[src/logic/vicr_pkg.sv]
// Purpose: constants of the vectored interrupt controller registers
// Assumes: 32 sources, source 0 is the fast source and the only external input
// Notes: offsets are byte offsets inside the 4-Kbyte window
//
// Operation
// decode one 4-Kbyte register window based at 0xffff_f000
// 32 read-write source mode registers at 0x00..0x7c, reset zero
// 32 read-write source handler-address registers at 0x80..0xfc, reset zero
// pending bit of external input reflects its level at reset; others clear
// enable, disable, clear, set commands write-only at 0x120..0x12c, bit per source
// fast-force enable/disable at 0x140/0x144, status read-only at 0x148
// writes to mode, vector, spurious registers ignored while write guard set
// 3-bit source priority per mode register, 0 lowest, 7 highest
// priority field of source 0 is disregarded
// internal types 0,2 high level; 1,3 rising edge; polarity fixed
// external type 0 low level, type 1 falling edge
// external type 2 high level, type 3 rising edge
// software loads each vector with the full handler address
// normal vector read returns vector selected by current interrupt number
// normal vector read with no current interrupt returns spurious vector
// fast vector read returns source 0 vector whatever caused it
// fast vector read with no fast interrupt returns spurious vector
// normal mode read selects, returns, records, pushes priority, acknowledges
// protect mode read only selects, returns, records; write does push and ack
// any write to end-of-service register ends handling; data ignored
// status register returns number of source being serviced
// reserved offsets read zero and ignore writes
// single-cycle accesses; read side effects in the capture cycle
package vicr_pkg;
  localparam logic [31:0] BASE_ADDR = 32'hffff_f000;
  localparam int WIN_BITS = 12;
  localparam logic [11:0] OFS_MODE = 12'h000;
  localparam logic [11:0] OFS_VEC = 12'h080;
  localparam logic [11:0] OFS_IVR = 12'h100;
  localparam logic [11:0] OFS_FVR = 12'h104;
  localparam logic [11:0] OFS_ISR = 12'h108;
  localparam logic [11:0] OFS_PEND = 12'h10c;
  localparam logic [11:0] OFS_MASK = 12'h110;
  localparam logic [11:0] OFS_CORE = 12'h114;
  localparam logic [11:0] OFS_EN = 12'h120;
  localparam logic [11:0] OFS_DIS = 12'h124;
  localparam logic [11:0] OFS_CLR = 12'h128;
  localparam logic [11:0] OFS_SET = 12'h12c;
  localparam logic [11:0] OFS_EOS = 12'h130;
  localparam logic [11:0] OFS_SPU = 12'h134;
  localparam logic [11:0] OFS_DBG = 12'h138;
  localparam logic [11:0] OFS_FFEN = 12'h140;
  localparam logic [11:0] OFS_FFDIS = 12'h144;
  localparam logic [11:0] OFS_FFST = 12'h148;
  localparam logic [11:0] OFS_WGM = 12'h1e4;
  localparam logic [11:0] OFS_WGS = 12'h1e8;
  localparam int NSRC = 32;
  localparam int PRIO_LSB = 0;
  localparam int TYPE_LSB = 5;
  localparam logic [6:0] MODE_MASK = 7'h67;
  localparam logic [31:0] EXT_SRC_MASK = 32'h0000_0001;
  localparam int DBG_PROTECT_MODE_BIT_BIT = 0;
  localparam int DBG_GMSK_BIT = 1;
  localparam int WG_EN_BIT = 0;
  localparam int WGS_VIOL_BIT = 0;
  localparam int WGS_SRC_LSB = 8;
  localparam int STACK_DEPTH = 8;
  localparam logic [31:0] RESET_WORD = 32'h0000_0000;
endpackage : vicr_pkg

[src/logic/vicr_top.sv]
// Purpose: register interface and core of the vectored interrupt controller
// Assumes: inputs synchronous to ref_clk_in; reads answered one cycle later
// Notes: priority stack of eight levels
`timescale 1ns/1ps
module vicr_top (
  // clock and reset
  input wire logic ref_clk_in,
  input wire logic reset_in,
  // register port
  input wire logic [31:0] reg_addr_in,
  input wire logic [31:0] reg_wdata_in,
  input wire logic reg_wr_in,
  input wire logic reg_rd_in,
  output logic [31:0] reg_rdata_out,
  // interrupt sources
  input wire logic [31:0] source_in,
  // processor request lines
  output logic normal_request_line_n_out,
  output logic fast_request_line_n_out
);

  // ************************************
  // state
  // ************************************
  logic [6:0] source_mode_array [vicr_pkg::NSRC];
  logic [31:0] source_vector_array [vicr_pkg::NSRC];
  logic [31:0] pending_flags;
  logic [31:0] enabled_mask;
  logic [31:0] fast_force;
  logic [31:0] prev_level;
  logic [31:0] spurious_vector;
  logic [1:0] debug_control;
  logic write_guard_enable;
  logic guard_violation;
  logic [11:0] guard_source;
  logic [4:0] current_source_number;
  logic [4:0] recorded_id;
  logic recorded_ok;
  logic [2:0] prio_stack [vicr_pkg::STACK_DEPTH];
  logic [4:0] id_stack [vicr_pkg::STACK_DEPTH];
  logic [3:0] depth;

  // ************************************
  // address decode
  // ************************************
  wire logic in_window;
  wire logic [11:0] ofs;
  wire logic [4:0] idx;
  wire logic wr;
  wire logic rd;
  wire logic in_mode;
  wire logic in_vec;
  wire logic protect_mode_bit;


  assign in_window = reg_addr_in[31:vicr_pkg::WIN_BITS] == vicr_pkg::BASE_ADDR[31:vicr_pkg::WIN_BITS];
  assign ofs = reg_addr_in[11:0];
  assign idx = ofs[6:2];

  assign wr = reg_wr_in & in_window;
  assign rd = reg_rd_in & in_window;
  assign in_mode = ofs[11:7] == vicr_pkg::OFS_MODE[11:7];
  assign in_vec = ofs[11:7] == vicr_pkg::OFS_VEC[11:7];
  assign protect_mode_bit = debug_control[vicr_pkg::DBG_PROTECT_MODE_BIT_BIT];

  function automatic logic hit(input logic [11:0] a, input logic [11:0] o);
    hit = a == o;
  endfunction : hit

  wire logic wr_guarded;
  wire logic wr_allowed;
  wire logic blocked;
  wire logic wr_en;
  wire logic wr_dis;
  wire logic wr_clr;
  wire logic wr_set;
  wire logic wr_eos;
  wire logic wr_ivr;
  wire logic wr_ffen;
  wire logic wr_ffdis;
  wire logic rd_ivr;
  wire logic rd_fvr;
  wire logic rd_wgs;

  assign wr_guarded = in_mode | in_vec | hit(ofs, vicr_pkg::OFS_SPU) | hit(ofs, vicr_pkg::OFS_DBG);

  assign blocked = wr & wr_guarded & write_guard_enable;
  assign wr_allowed = wr & ~write_guard_enable;

  assign wr_en = wr & hit(ofs, vicr_pkg::OFS_EN);
  assign wr_dis = wr & hit(ofs, vicr_pkg::OFS_DIS);
  assign wr_clr = wr & hit(ofs, vicr_pkg::OFS_CLR);
  assign wr_set = wr & hit(ofs, vicr_pkg::OFS_SET);

  assign wr_eos = wr & hit(ofs, vicr_pkg::OFS_EOS);
  assign wr_ivr = wr & hit(ofs, vicr_pkg::OFS_IVR);

  assign wr_ffen = wr & hit(ofs, vicr_pkg::OFS_FFEN);
  assign wr_ffdis = wr & hit(ofs, vicr_pkg::OFS_FFDIS);
  assign rd_ivr = rd & hit(ofs, vicr_pkg::OFS_IVR);
  assign rd_fvr = rd & hit(ofs, vicr_pkg::OFS_FVR);
  assign rd_wgs = rd & hit(ofs, vicr_pkg::OFS_WGM + 12'h004);

  // ************************************
  // priority selection
  // ************************************
  wire logic [95:0] prio_flat;
  wire logic [31:0] normal_req;
  wire logic [8:0] best;
  wire logic best_valid;
  wire logic [2:0] best_prio;
  wire logic [4:0] best_id;
  wire logic [2:0] cur_prio;
  wire logic irq_go;


  function automatic logic [8:0] find_best(input logic [31:0] req, input logic [95:0] pr);
    logic found;
    logic [2:0] bp;
    logic [4:0] bi;
    found = 1'b0;
    bp = 3'h0;
    bi = 5'h00;

    for (int i = vicr_pkg::NSRC - 1; i >= 1; i--) begin
      if (req[i] && (!found || pr[i*3 +: 3] >= bp)) begin
        found = 1'b1;
        bp = pr[i*3 +: 3];
        bi = 5'(i);
      end
    end
    find_best = {found, bp, bi};
  endfunction : find_best

  assign normal_req = pending_flags & enabled_mask & ~fast_force;
  assign best = find_best(normal_req, prio_flat);
  assign best_valid = best[8];
  assign best_prio = best[7:5];
  assign best_id = best[4:0];
  assign cur_prio = depth != 4'h0 ? prio_stack[3'(depth - 4'h1)] : 3'h0;
  assign irq_go = best_valid && (depth == 4'h0 || best_prio > cur_prio);

  // ************************************
  // acknowledge and stack control
  // ************************************
  wire logic push_now;
  wire logic [4:0] push_id;
  wire logic [2:0] push_prio;
  wire logic pop_now;
  wire logic [31:0] ack_vec;
  wire logic fiq_ack;


  assign push_now = (rd_ivr & irq_go & ~protect_mode_bit)
    | (wr_ivr & protect_mode_bit & recorded_ok);
  assign push_id = protect_mode_bit ? recorded_id : best_id;
  assign push_prio = protect_mode_bit ? prio_flat[push_id*3 +: 3] : best_prio;
  assign pop_now = wr_eos & (depth != 4'h0);
  assign fiq_ack = rd_fvr & ~fast_force[0];
  assign ack_vec = ((push_now & depth != vicr_pkg::STACK_DEPTH) ? (32'h1 << push_id) : 32'h0)
    | {31'h0, fiq_ack};

  // ************************************
  // per-source detection
  // ************************************
  wire logic [31:0] level;
  wire logic [31:0] is_edge;
  wire logic [31:0] next_pending;

  for (genvar i = 0; i < vicr_pkg::NSRC; i++) begin : g_src
    assign prio_flat[i*3 +: 3] = source_mode_array[i][vicr_pkg::PRIO_LSB +: 3];

    assign level[i] = source_in[i]
      ^ (vicr_pkg::EXT_SRC_MASK[i] & ~source_mode_array[i][vicr_pkg::TYPE_LSB + 1]);
    assign is_edge[i] = source_mode_array[i][vicr_pkg::TYPE_LSB];
    // detected edge wins over a clear in the same cycle
    assign next_pending[i] = is_edge[i]
      ? ((level[i] & ~prev_level[i]) | (wr_set & reg_wdata_in[i])
         | (pending_flags[i] & ~(wr_clr & reg_wdata_in[i]) & ~ack_vec[i]))
      : (level[i] | (wr_set & reg_wdata_in[i]));
  end

  // ************************************
  // source registers
  // ************************************
  always_ff @(posedge ref_clk_in) begin
    for (int i = 0; i < vicr_pkg::NSRC; i++) begin
      if (reset_in) begin

        source_mode_array[i] <= vicr_pkg::RESET_WORD[6:0];

        source_vector_array[i] <= vicr_pkg::RESET_WORD;
      end else if (wr_allowed && in_mode && idx == 5'(i)) begin
        source_mode_array[i] <= reg_wdata_in[6:0] & vicr_pkg::MODE_MASK;
      end else if (wr_allowed && in_vec && idx == 5'(i)) begin
        source_vector_array[i] <= reg_wdata_in;
      end
    end
  end

  // ************************************
  // pending, mask, fast force
  // ************************************
  always_ff @(posedge ref_clk_in) begin
    if (reset_in) begin

      pending_flags <= vicr_pkg::EXT_SRC_MASK & ~source_in;
      prev_level <= vicr_pkg::RESET_WORD;
      enabled_mask <= vicr_pkg::RESET_WORD;
      fast_force <= vicr_pkg::RESET_WORD;
    end else begin
      pending_flags <= next_pending;
      prev_level <= level;
      if (wr_en) begin
        enabled_mask <= enabled_mask | reg_wdata_in;
      end else if (wr_dis) begin
        enabled_mask <= enabled_mask & ~reg_wdata_in;
      end
      if (wr_ffen) begin
        fast_force <= fast_force | reg_wdata_in;
      end else if (wr_ffdis) begin
        fast_force <= fast_force & ~reg_wdata_in;
      end
    end
  end

  // ************************************
  // control and guard registers
  // ************************************
  always_ff @(posedge ref_clk_in) begin
    if (reset_in) begin
      spurious_vector <= vicr_pkg::RESET_WORD;
      debug_control <= 2'h0;
      write_guard_enable <= 1'b0;
      guard_violation <= 1'b0;
      guard_source <= 12'h000;
    end else begin
      if (wr_allowed && hit(ofs, vicr_pkg::OFS_SPU)) begin
        spurious_vector <= reg_wdata_in;
      end
      if (wr_allowed && hit(ofs, vicr_pkg::OFS_DBG)) begin
        debug_control <= reg_wdata_in[1:0];
      end
      if (wr && hit(ofs, vicr_pkg::OFS_WGM)) begin
        write_guard_enable <= reg_wdata_in[vicr_pkg::WG_EN_BIT];
      end
      // violation wins over the read that clears it
      if (blocked) begin
        guard_violation <= 1'b1;
        guard_source <= ofs;
      end else if (rd_wgs) begin
        guard_violation <= 1'b0;
      end
    end
  end

  // ************************************
  // current interrupt and stack
  // ************************************
  always_ff @(posedge ref_clk_in) begin
    if (reset_in) begin
      current_source_number <= 5'h00;
      recorded_id <= 5'h00;
      recorded_ok <= 1'b0;
      depth <= 4'h0;
      for (int i = 0; i < vicr_pkg::STACK_DEPTH; i++) begin
        prio_stack[i] <= 3'h0;
        id_stack[i] <= 5'h00;
      end
    end else begin

      if (rd_ivr) begin
        recorded_id <= best_id;
        recorded_ok <= irq_go;
      end
      if (push_now && depth != vicr_pkg::STACK_DEPTH) begin
        prio_stack[3'(depth)] <= push_prio;
        id_stack[3'(depth)] <= push_id;
        depth <= depth + 4'h1;

        current_source_number <= push_id;
      end else if (pop_now) begin
        depth <= depth - 4'h1;
        if (depth > 4'h1) begin
          current_source_number <= id_stack[3'(depth - 4'h2)];
        end
      end
    end
  end

  // ************************************
  // read data
  // ************************************
  logic [31:0] next_rdata;
  wire logic fiq_go;

  assign fiq_go = |(pending_flags & enabled_mask & (fast_force | 32'h1));

  always_comb begin
    next_rdata = 32'h0;
    if (in_mode) begin
      next_rdata = {25'h0, source_mode_array[idx]};
    end else if (in_vec) begin
      next_rdata = source_vector_array[idx];
    end else begin
      case (ofs)

        vicr_pkg::OFS_IVR: next_rdata = irq_go ? source_vector_array[best_id] : spurious_vector;

        vicr_pkg::OFS_FVR: next_rdata = fiq_go ? source_vector_array[0] : spurious_vector;
        vicr_pkg::OFS_ISR: next_rdata = {27'h0, current_source_number};
        vicr_pkg::OFS_PEND: next_rdata = pending_flags;
        vicr_pkg::OFS_MASK: next_rdata = enabled_mask;
        vicr_pkg::OFS_CORE: next_rdata = {30'h0, ~normal_request_line_n_out, ~fast_request_line_n_out};
        vicr_pkg::OFS_SPU: next_rdata = spurious_vector;
        vicr_pkg::OFS_DBG: next_rdata = {30'h0, debug_control};
        vicr_pkg::OFS_FFST: next_rdata = fast_force;
        vicr_pkg::OFS_WGM: next_rdata = {31'h0, write_guard_enable};
        vicr_pkg::OFS_WGS: next_rdata = {8'h0, 4'h0, guard_source, 7'h0, guard_violation};

        default: next_rdata = 32'h0;
      endcase
    end
  end

  // ************************************
  // outputs
  // ************************************
  wire logic gmsk;

  assign gmsk = debug_control[vicr_pkg::DBG_GMSK_BIT];


  always_ff @(posedge ref_clk_in) begin
    if (reset_in) begin
      reg_rdata_out <= 32'h0;
      normal_request_line_n_out <= 1'b1;
      fast_request_line_n_out <= 1'b1;
    end else begin
      reg_rdata_out <= rd ? next_rdata : 32'h0;
      normal_request_line_n_out <= ~(irq_go & ~gmsk);
      fast_request_line_n_out <= ~(fiq_go & ~gmsk);
    end
  end

endmodule : vicr_top

[config.mk]
export PLATFORM = sky130hd
export DESIGN_NAME = vicr_top
export DESIGN_NICKNAME = d
export VERILOG_FILES = /design/src/logic/vicr_pkg.sv /design/src/logic/vicr_top.sv
export SDC_FILE = /design/constraint.sdc
export NUM_CORES = 2
export LEC_CHECK = 0
export BUFFER_PORTS_ARGS = -buffer_cell sky130_fd_sc_hd__buf_2
export CAP_MARGIN = 20
export CORE_ASPECT_RATIO = 2
export CORE_UTILIZATION = 50
export DETAILED_ROUTE_END_ITERATION = 7
export GPL_ROUTABILITY_DRIVEN = 1
export GPL_TIMING_DRIVEN = 0
export PLACE_DENSITY = 0.76
export SETUP_SLACK_MARGIN = 0.05
export SLEW_MARGIN = 20
export SYNTH_ARGS = -nofsm -noshare
export SYNTH_HDL_FRONTEND = slang
export SYNTH_SLANG_ARGS = --single-unit
[constraint.sdc]
create_clock -name ref_clk_in -period 41.4 [get_ports ref_clk_in]
set_clock_uncertainty 0.1 [all_clocks]
set_input_delay 12.42 -clock ref_clk_in [delete_from_list [all_inputs] [get_ports ref_clk_in]]
set_output_delay 12.42 -clock ref_clk_in [all_outputs]
set_load 0.1 [all_outputs]
==> results.txt, run 1 <==
First-pass GRT wire length - 974000 um
Root Buffer - clkbuf_16
Top_reg_cell synth - edfxtp_1
CTS sink count - 1473
Number of H-tree levels - 4
Synthesis-stage register bit count - 1473
Synth warnings - 0
Chip width - 290.7 um
GR Overflow Total - 4078
Syn Nets - 7685
Post-synth EDFFs - 1248
Seq/Total Area, Yosys - 50.38%
Failed at - 5_1_grt
Die height - 579.3 um
Port Buffers - 106
Gate Count Post-Synth - 7508
Pre-CTS WS - -10.76 ns
Outcome - stopped before the end
Vias in the first global route - 98062
Placed Area - 88790 um2
Error msg - [ERROR GRT-0116] Global routing finished with congestion. Check the congestion regions in the DRC Viewer.
CTS Buffer Depth - 4
Unique cell type count in the Yosys netlist - 117
TritonCTS buffer count - 146
IO Pins - 134
Largest net degree at the start of global routing - 33
Initial core utilization - 50.42%
GRT Util Overall - 81.07%
Mapped Area - 83320 um2
Site Rows - 211
GPL Wtd Cong - 1.276
Average size of a mapped cell - 11.10 um2
FFs w/ async S/R, synth - 0%
Final HPWL DP - 423100 um
## layer usage
layer	GRT overflow	global-route usage [%]
met3	88	63.40
met1	69	76.91
met4	1345	87.90
met2	2570	100.7
met5	6	37.24
## cell usage after synthesis (40+ instances only)
| master | count | area, um2 |
|---|---|---|
| ha_1 | 77 | 963.4 |
| a22o_1 | 44 | 385.4 |
| dfxtp_1 | 225 | 4504 |
| a211oi_1 | 241 | 1809 |
| a21oi_1 | 371 | 1857 |
| mux4_2 | 386 | 8693 |
| nor2b_1 | 53 | 331.6 |
| nand2b_1 | 46 | 287.8 |
| buf_1 | 72 | 270.3 |
| o31ai_1 | 40 | 300.3 |
| edfxtp_1 | 1248 | 37480 |
| mux2i_1 | 150 | 1501 |
| o21ai_0 | 113 | 565.5 |
| a311oi_1 | 63 | 551.8 |
| buf_2 | 66 | 330.3 |
| and3_1 | 470 | 2940 |
| inv_1 | 70 | 262.8 |
| nor2_1 | 348 | 1306 |
| a31oi_1 | 82 | 513.0 |
| nand2_1 | 915 | 3435 |
| clkbuf_1 | 587 | 2203 |
| nand3_1 | 294 | 1471 |
| and2_1 | 810 | 5067 |
| a21o_1 | 111 | 833.3 |
## cell families after synthesis
| group | count (synthesis) | synth area share [%] |
|---|---|---|
| AND/OR/NAND/NOR | 3108 | 19.21 |
| buffers and inverters | 810 | 3.847 |
| XOR/XNOR | 3 | 0.03154 |
| adder cells (fa/ha/maj) | 81 | 1.206 |
| multiplexers | 566 | 12.64 |
| flip-flops | 1473 | 50.38 |
| AO/OA/AOI/OAI | 1467 | 12.68 |
## through the flow
stage	std cells	hold WS, ns	utilization (%)
CTS	10287	0.3600	59.82
detailed placement	9803	0.3481	53.72
global placement	9744	0.3449	52.67
floorplan	7508	0.3307	-
## what timing repair did
item,4_1_cts
hold buffers,0
gates resized for setup,729
cloned,1
pin swaps,267
setup endpoints to repair,208
setup buffers,233
==> run 2: changes to the inputs <==
--- a/config.mk
+++ b/config.mk
@@ -7,13 +7,11 @@
 export LEC_CHECK = 0
 export BUFFER_PORTS_ARGS = -buffer_cell sky130_fd_sc_hd__buf_2
 export CAP_MARGIN = 20
-export CORE_ASPECT_RATIO = 2
-export CORE_UTILIZATION = 50
+export CORE_UTILIZATION = 35
 export DETAILED_ROUTE_END_ITERATION = 7
 export GPL_ROUTABILITY_DRIVEN = 1
 export GPL_TIMING_DRIVEN = 0
-export PLACE_DENSITY = 0.76
-export SETUP_SLACK_MARGIN = 0.05
+export PLACE_DENSITY_LB_ADDON = 0.15
 export SLEW_MARGIN = 20
 export SYNTH_ARGS = -nofsm -noshare
 export SYNTH_HDL_FRONTEND = slang
==> constraint.sdc (replaced) <==
create_clock -name ref_clk_in -period 53.8 [get_ports ref_clk_in]
set_clock_uncertainty 0.1 [all_clocks]
set_input_delay 16.14 -clock ref_clk_in [delete_from_list [all_inputs] [get_ports ref_clk_in]]
set_output_delay 16.14 -clock ref_clk_in [all_outputs]
set_load 0.1 [all_outputs]
==> results.txt, run 2 <==
Average size of a mapped cell - 11.10 um2 (unchanged)
Slowest cell delay on critical path - 0.49 ns
Site Rows - 178 (-16%)
Worst path arrival time - 51.79 ns
First-pass GRT wire length - 661100 um
Reg clk slew, reported paths - 0.07 ns
Kind of critical path - register to register
Post-synth top cells - edfxtp_1 (1248), nand2_1 (915), and2_1 (810), clkbuf_1 (587), and3_1 (470)
Final Cell Area - 95710 um2
Max FO, Critical Path - 10
Final Hold Vio Count - 0
Detail Route Antenna Nets - 0
GRT Util Overall - 41.29%
R2r setup slk - 2.63 ns
Die height - 489.9 um (-15%)
Initial drt markers - 11818
Top cell type's share of synthesized area - 44.98% (unchanged)
R2R cell count - 224
Hold path start - spurious_vector[7]$_SDFFE_PP0P_
Worst Setup SP - pending_flags[31]$_SDFF_PP0_
Min cycle time layout - 51.17 ns
IO Pins - 134 (unchanged)
Hold Slack - 0.3619 ns
Post-synth EDFFs - 1248 (unchanged)
CTS Buffer Depth - 3 (-1)
Vias in the first global route - 69610
Power Total - 2.810 mW
Crit Reg-Reg Endpoint - reg_rdata_out[6]$_SDFF_PP0_
GPL Wtd Cong - 1.059 (-17%)
Routed WL per cell - 45.55 um
Final Setup Violations - 0
Largest net degree at the start of global routing - 33
TritonCTS buffer count - 171 (+17%)
Least-Margin Pin Slew - 1.409 ns
Outcome - complete, no violations
Die ar. - 240000 um2
Final period util - 95.12%
Initial antenna violation count - 101
Worst vdd ir - 0.02521 mV
Synth warnings - 0 (unchanged)
Layout area overhead - 14.87%
Vias after detailed routing - 75390
Final HPWL DP - 396400 um (-6.3%)
Worst slew margin - 5.772%
Cell repeated most along the worst path - ha_1
P_leak - 33.53 nW
Syn Nets - 7685 (unchanged)
RSZ-0062 raised after global routing - no
Layout net count - 8040
Crit end category - register
Post-route DRC - 0
Placed Area - 89490 um2 (+0.79%)
Layout cells sized above 1 - 15.65%
Chip width - 489.9 um (+69%)
Synth area leader - edfxtp_1
Synthesis-stage register bit count - 1473 (unchanged)
Initial core utilization - 35.33% (-15 points)
Top Registers - source_vector_array x1024, source_mode_array x160, id_stack x40
MaxCap Viol Count - 0
Pre-CTS WS - -3.082 ns (+7.680 ns)
FFs w/ async S/R, synth - 0% (unchanged)
Root Buffer - clkbuf_16
Vias per inst - 6.722
Port Buffers - 106 (unchanged)
Max reg flops - 1024
CP max stage cell - a2111oi_1
Hold endpoint - spurious_vector[7]$_SDFFE_PP0P_
Fmax - 0.01954 GHz
Layout fillers - 22794
Gate Count Post-Synth - 7508 (unchanged)
CTS sink count - 1473 (unchanged)
Worst r2r src - pending_flags[31]$_SDFF_PP0_
Core area - 235900 um2
Top_reg_cell synth - edfxtp_1
Mapped Area - 83320 um2 (unchanged)
Leading cell type in the layout, fill and taps excluded - edfxtp_1
Most frequent cells in the layout - edfxtp_1 (1248), nand2_1 (913), and2_1 (810), clkbuf_1 (530), and3_1 (470)
Largest Register - source_vector_array
Count leader, synth - edfxtp_1
Seq/Total Area, Yosys - 50.38% (unchanged)
GR Overflow Total - 0
Crit path setup slack, layout - 2.627 ns
Drt first pass iters - 6
WP data required - 54.42 ns
CTS hold repair buffers - 0 (unchanged)
CTS tree - yes
Number of H-tree levels - 4 (unchanged)
Wirelength, routed - 510900 um
Power Density - 29.36 nW/um2
Clock latency on the worst-skew pair - 0.90 ns
Unique cell type count in the Yosys netlist - 117 (unchanged)
Fin. max-slew vios - 0
Worst setup SP type - register
Hold Path Class - register to register
Area contributors post-synth - edfxtp_1 (45%), mux4_2 (10%), and2_1 (6.1%)
Hold Path Stages - 2
## run 2: cell counts after synthesis
Identical to the previous run, type by type.
## run 2: final cells by class
class,count,area [um2],area share (%)
diodes,64,160.2,0.1673
plain buffers,739,3117,3.257
clock buffers,222,4750,4.963
clock inverters,90,807.0,0.8432
inverters,71,266.5,0.2785
multi-input cells,5225,38790,40.53
flip-flops and latches,1473,41980,43.86
well taps,3150,3941,4.118
repair buffers,182,1898,1.983
## run 2: worst max path at each step
stage	to	slack, ns	cells past startpoint
after global routing	reg_rdata_out[23]$_SDFF_PP0_	0.05	227
after CTS	reg_rdata_out[6]$_SDFF_PP0_	0.03	226
after global placement	pending_flags[16]$_SDFF_PP0_	-6.42	221
final	reg_rdata_out[6]$_SDFF_PP0_	2.63	224
after detailed placement	pending_flags[16]$_SDFF_PP0_	-3.08	220
after floorplan	id_stack[0][0]$_SDFFCE_PN0P_	8.93	217
## run 2: per-stage QoR
step	TNS, ns	util, %	instances
after global placement	-1142.83	37.22	10764
after global routing	0	40.52	11158
final	0	40.58	11216
after detailed placement	-463.90	37.94	10819
after floorplan	0	-	7508
after CTS	0	40.36	11138
## run 2: cells by family (layout without fill, tap and decap cells)
| group | Yosys count | in the layout | share of synthesized area [%] |
|---|---|---|---|
| AO/OA/AOI/OAI | 1467 | 1467 | 12.68 |
| XOR/XNOR | 3 | 3 | 0.03154 |
| adder cells (fa/ha/maj) | 81 | 81 | 1.206 |
| buffers and inverters | 810 | 1304 | 3.847 |
| flip-flops | 1473 | 1473 | 50.38 |
| multiplexers | 566 | 566 | 12.64 |
| other | 0 | 64 | 0 |
| AND/OR/NAND/NOR | 3108 | 3108 | 19.21 |
## run 2: power breakdown
| part | total, mW | internal (mW) | switching [mW] |
|---|---|---|---|
| combinational | 0.271 | 0.0877 | 0.183 |
| sequential | 1.33 | 1.29 | 0.0422 |
| clock | 1.21 | 0.668 | 0.542 |
## run 2: critical path, delay by kind of cell (launching register included)
family | cells | cell delay [ns]
AOI/OAI and AO/OA | 85 | 20.12
and+or+nand+nor | 82 | 13.36
adders and majority gates | 35 | 9.81
muxes | 9 | 3.54
buffers and inverters | 13 | 3.51
DFF | 1 | 0.43
## run 2: repair_timing
| item | CTS | global route |
|---|---|---|
| pin swaps | 1 | 6 |
| setup buffers | 7 | 11 |
| endpoints found under the setup margin | 203 | 208 |
| resized for setup | 18 | 46 |
## run 2: per-layer routing
metal  vias up  GRT usage (%)  wire length (um)
met5         -              0               275
met4        26          26.98             39150
met3      1420          15.04             65860
met2      6157          60.64            216800
met1     38629          50.87            188800
li1      29158              -                 -
(Power assumes the default switching activity.)
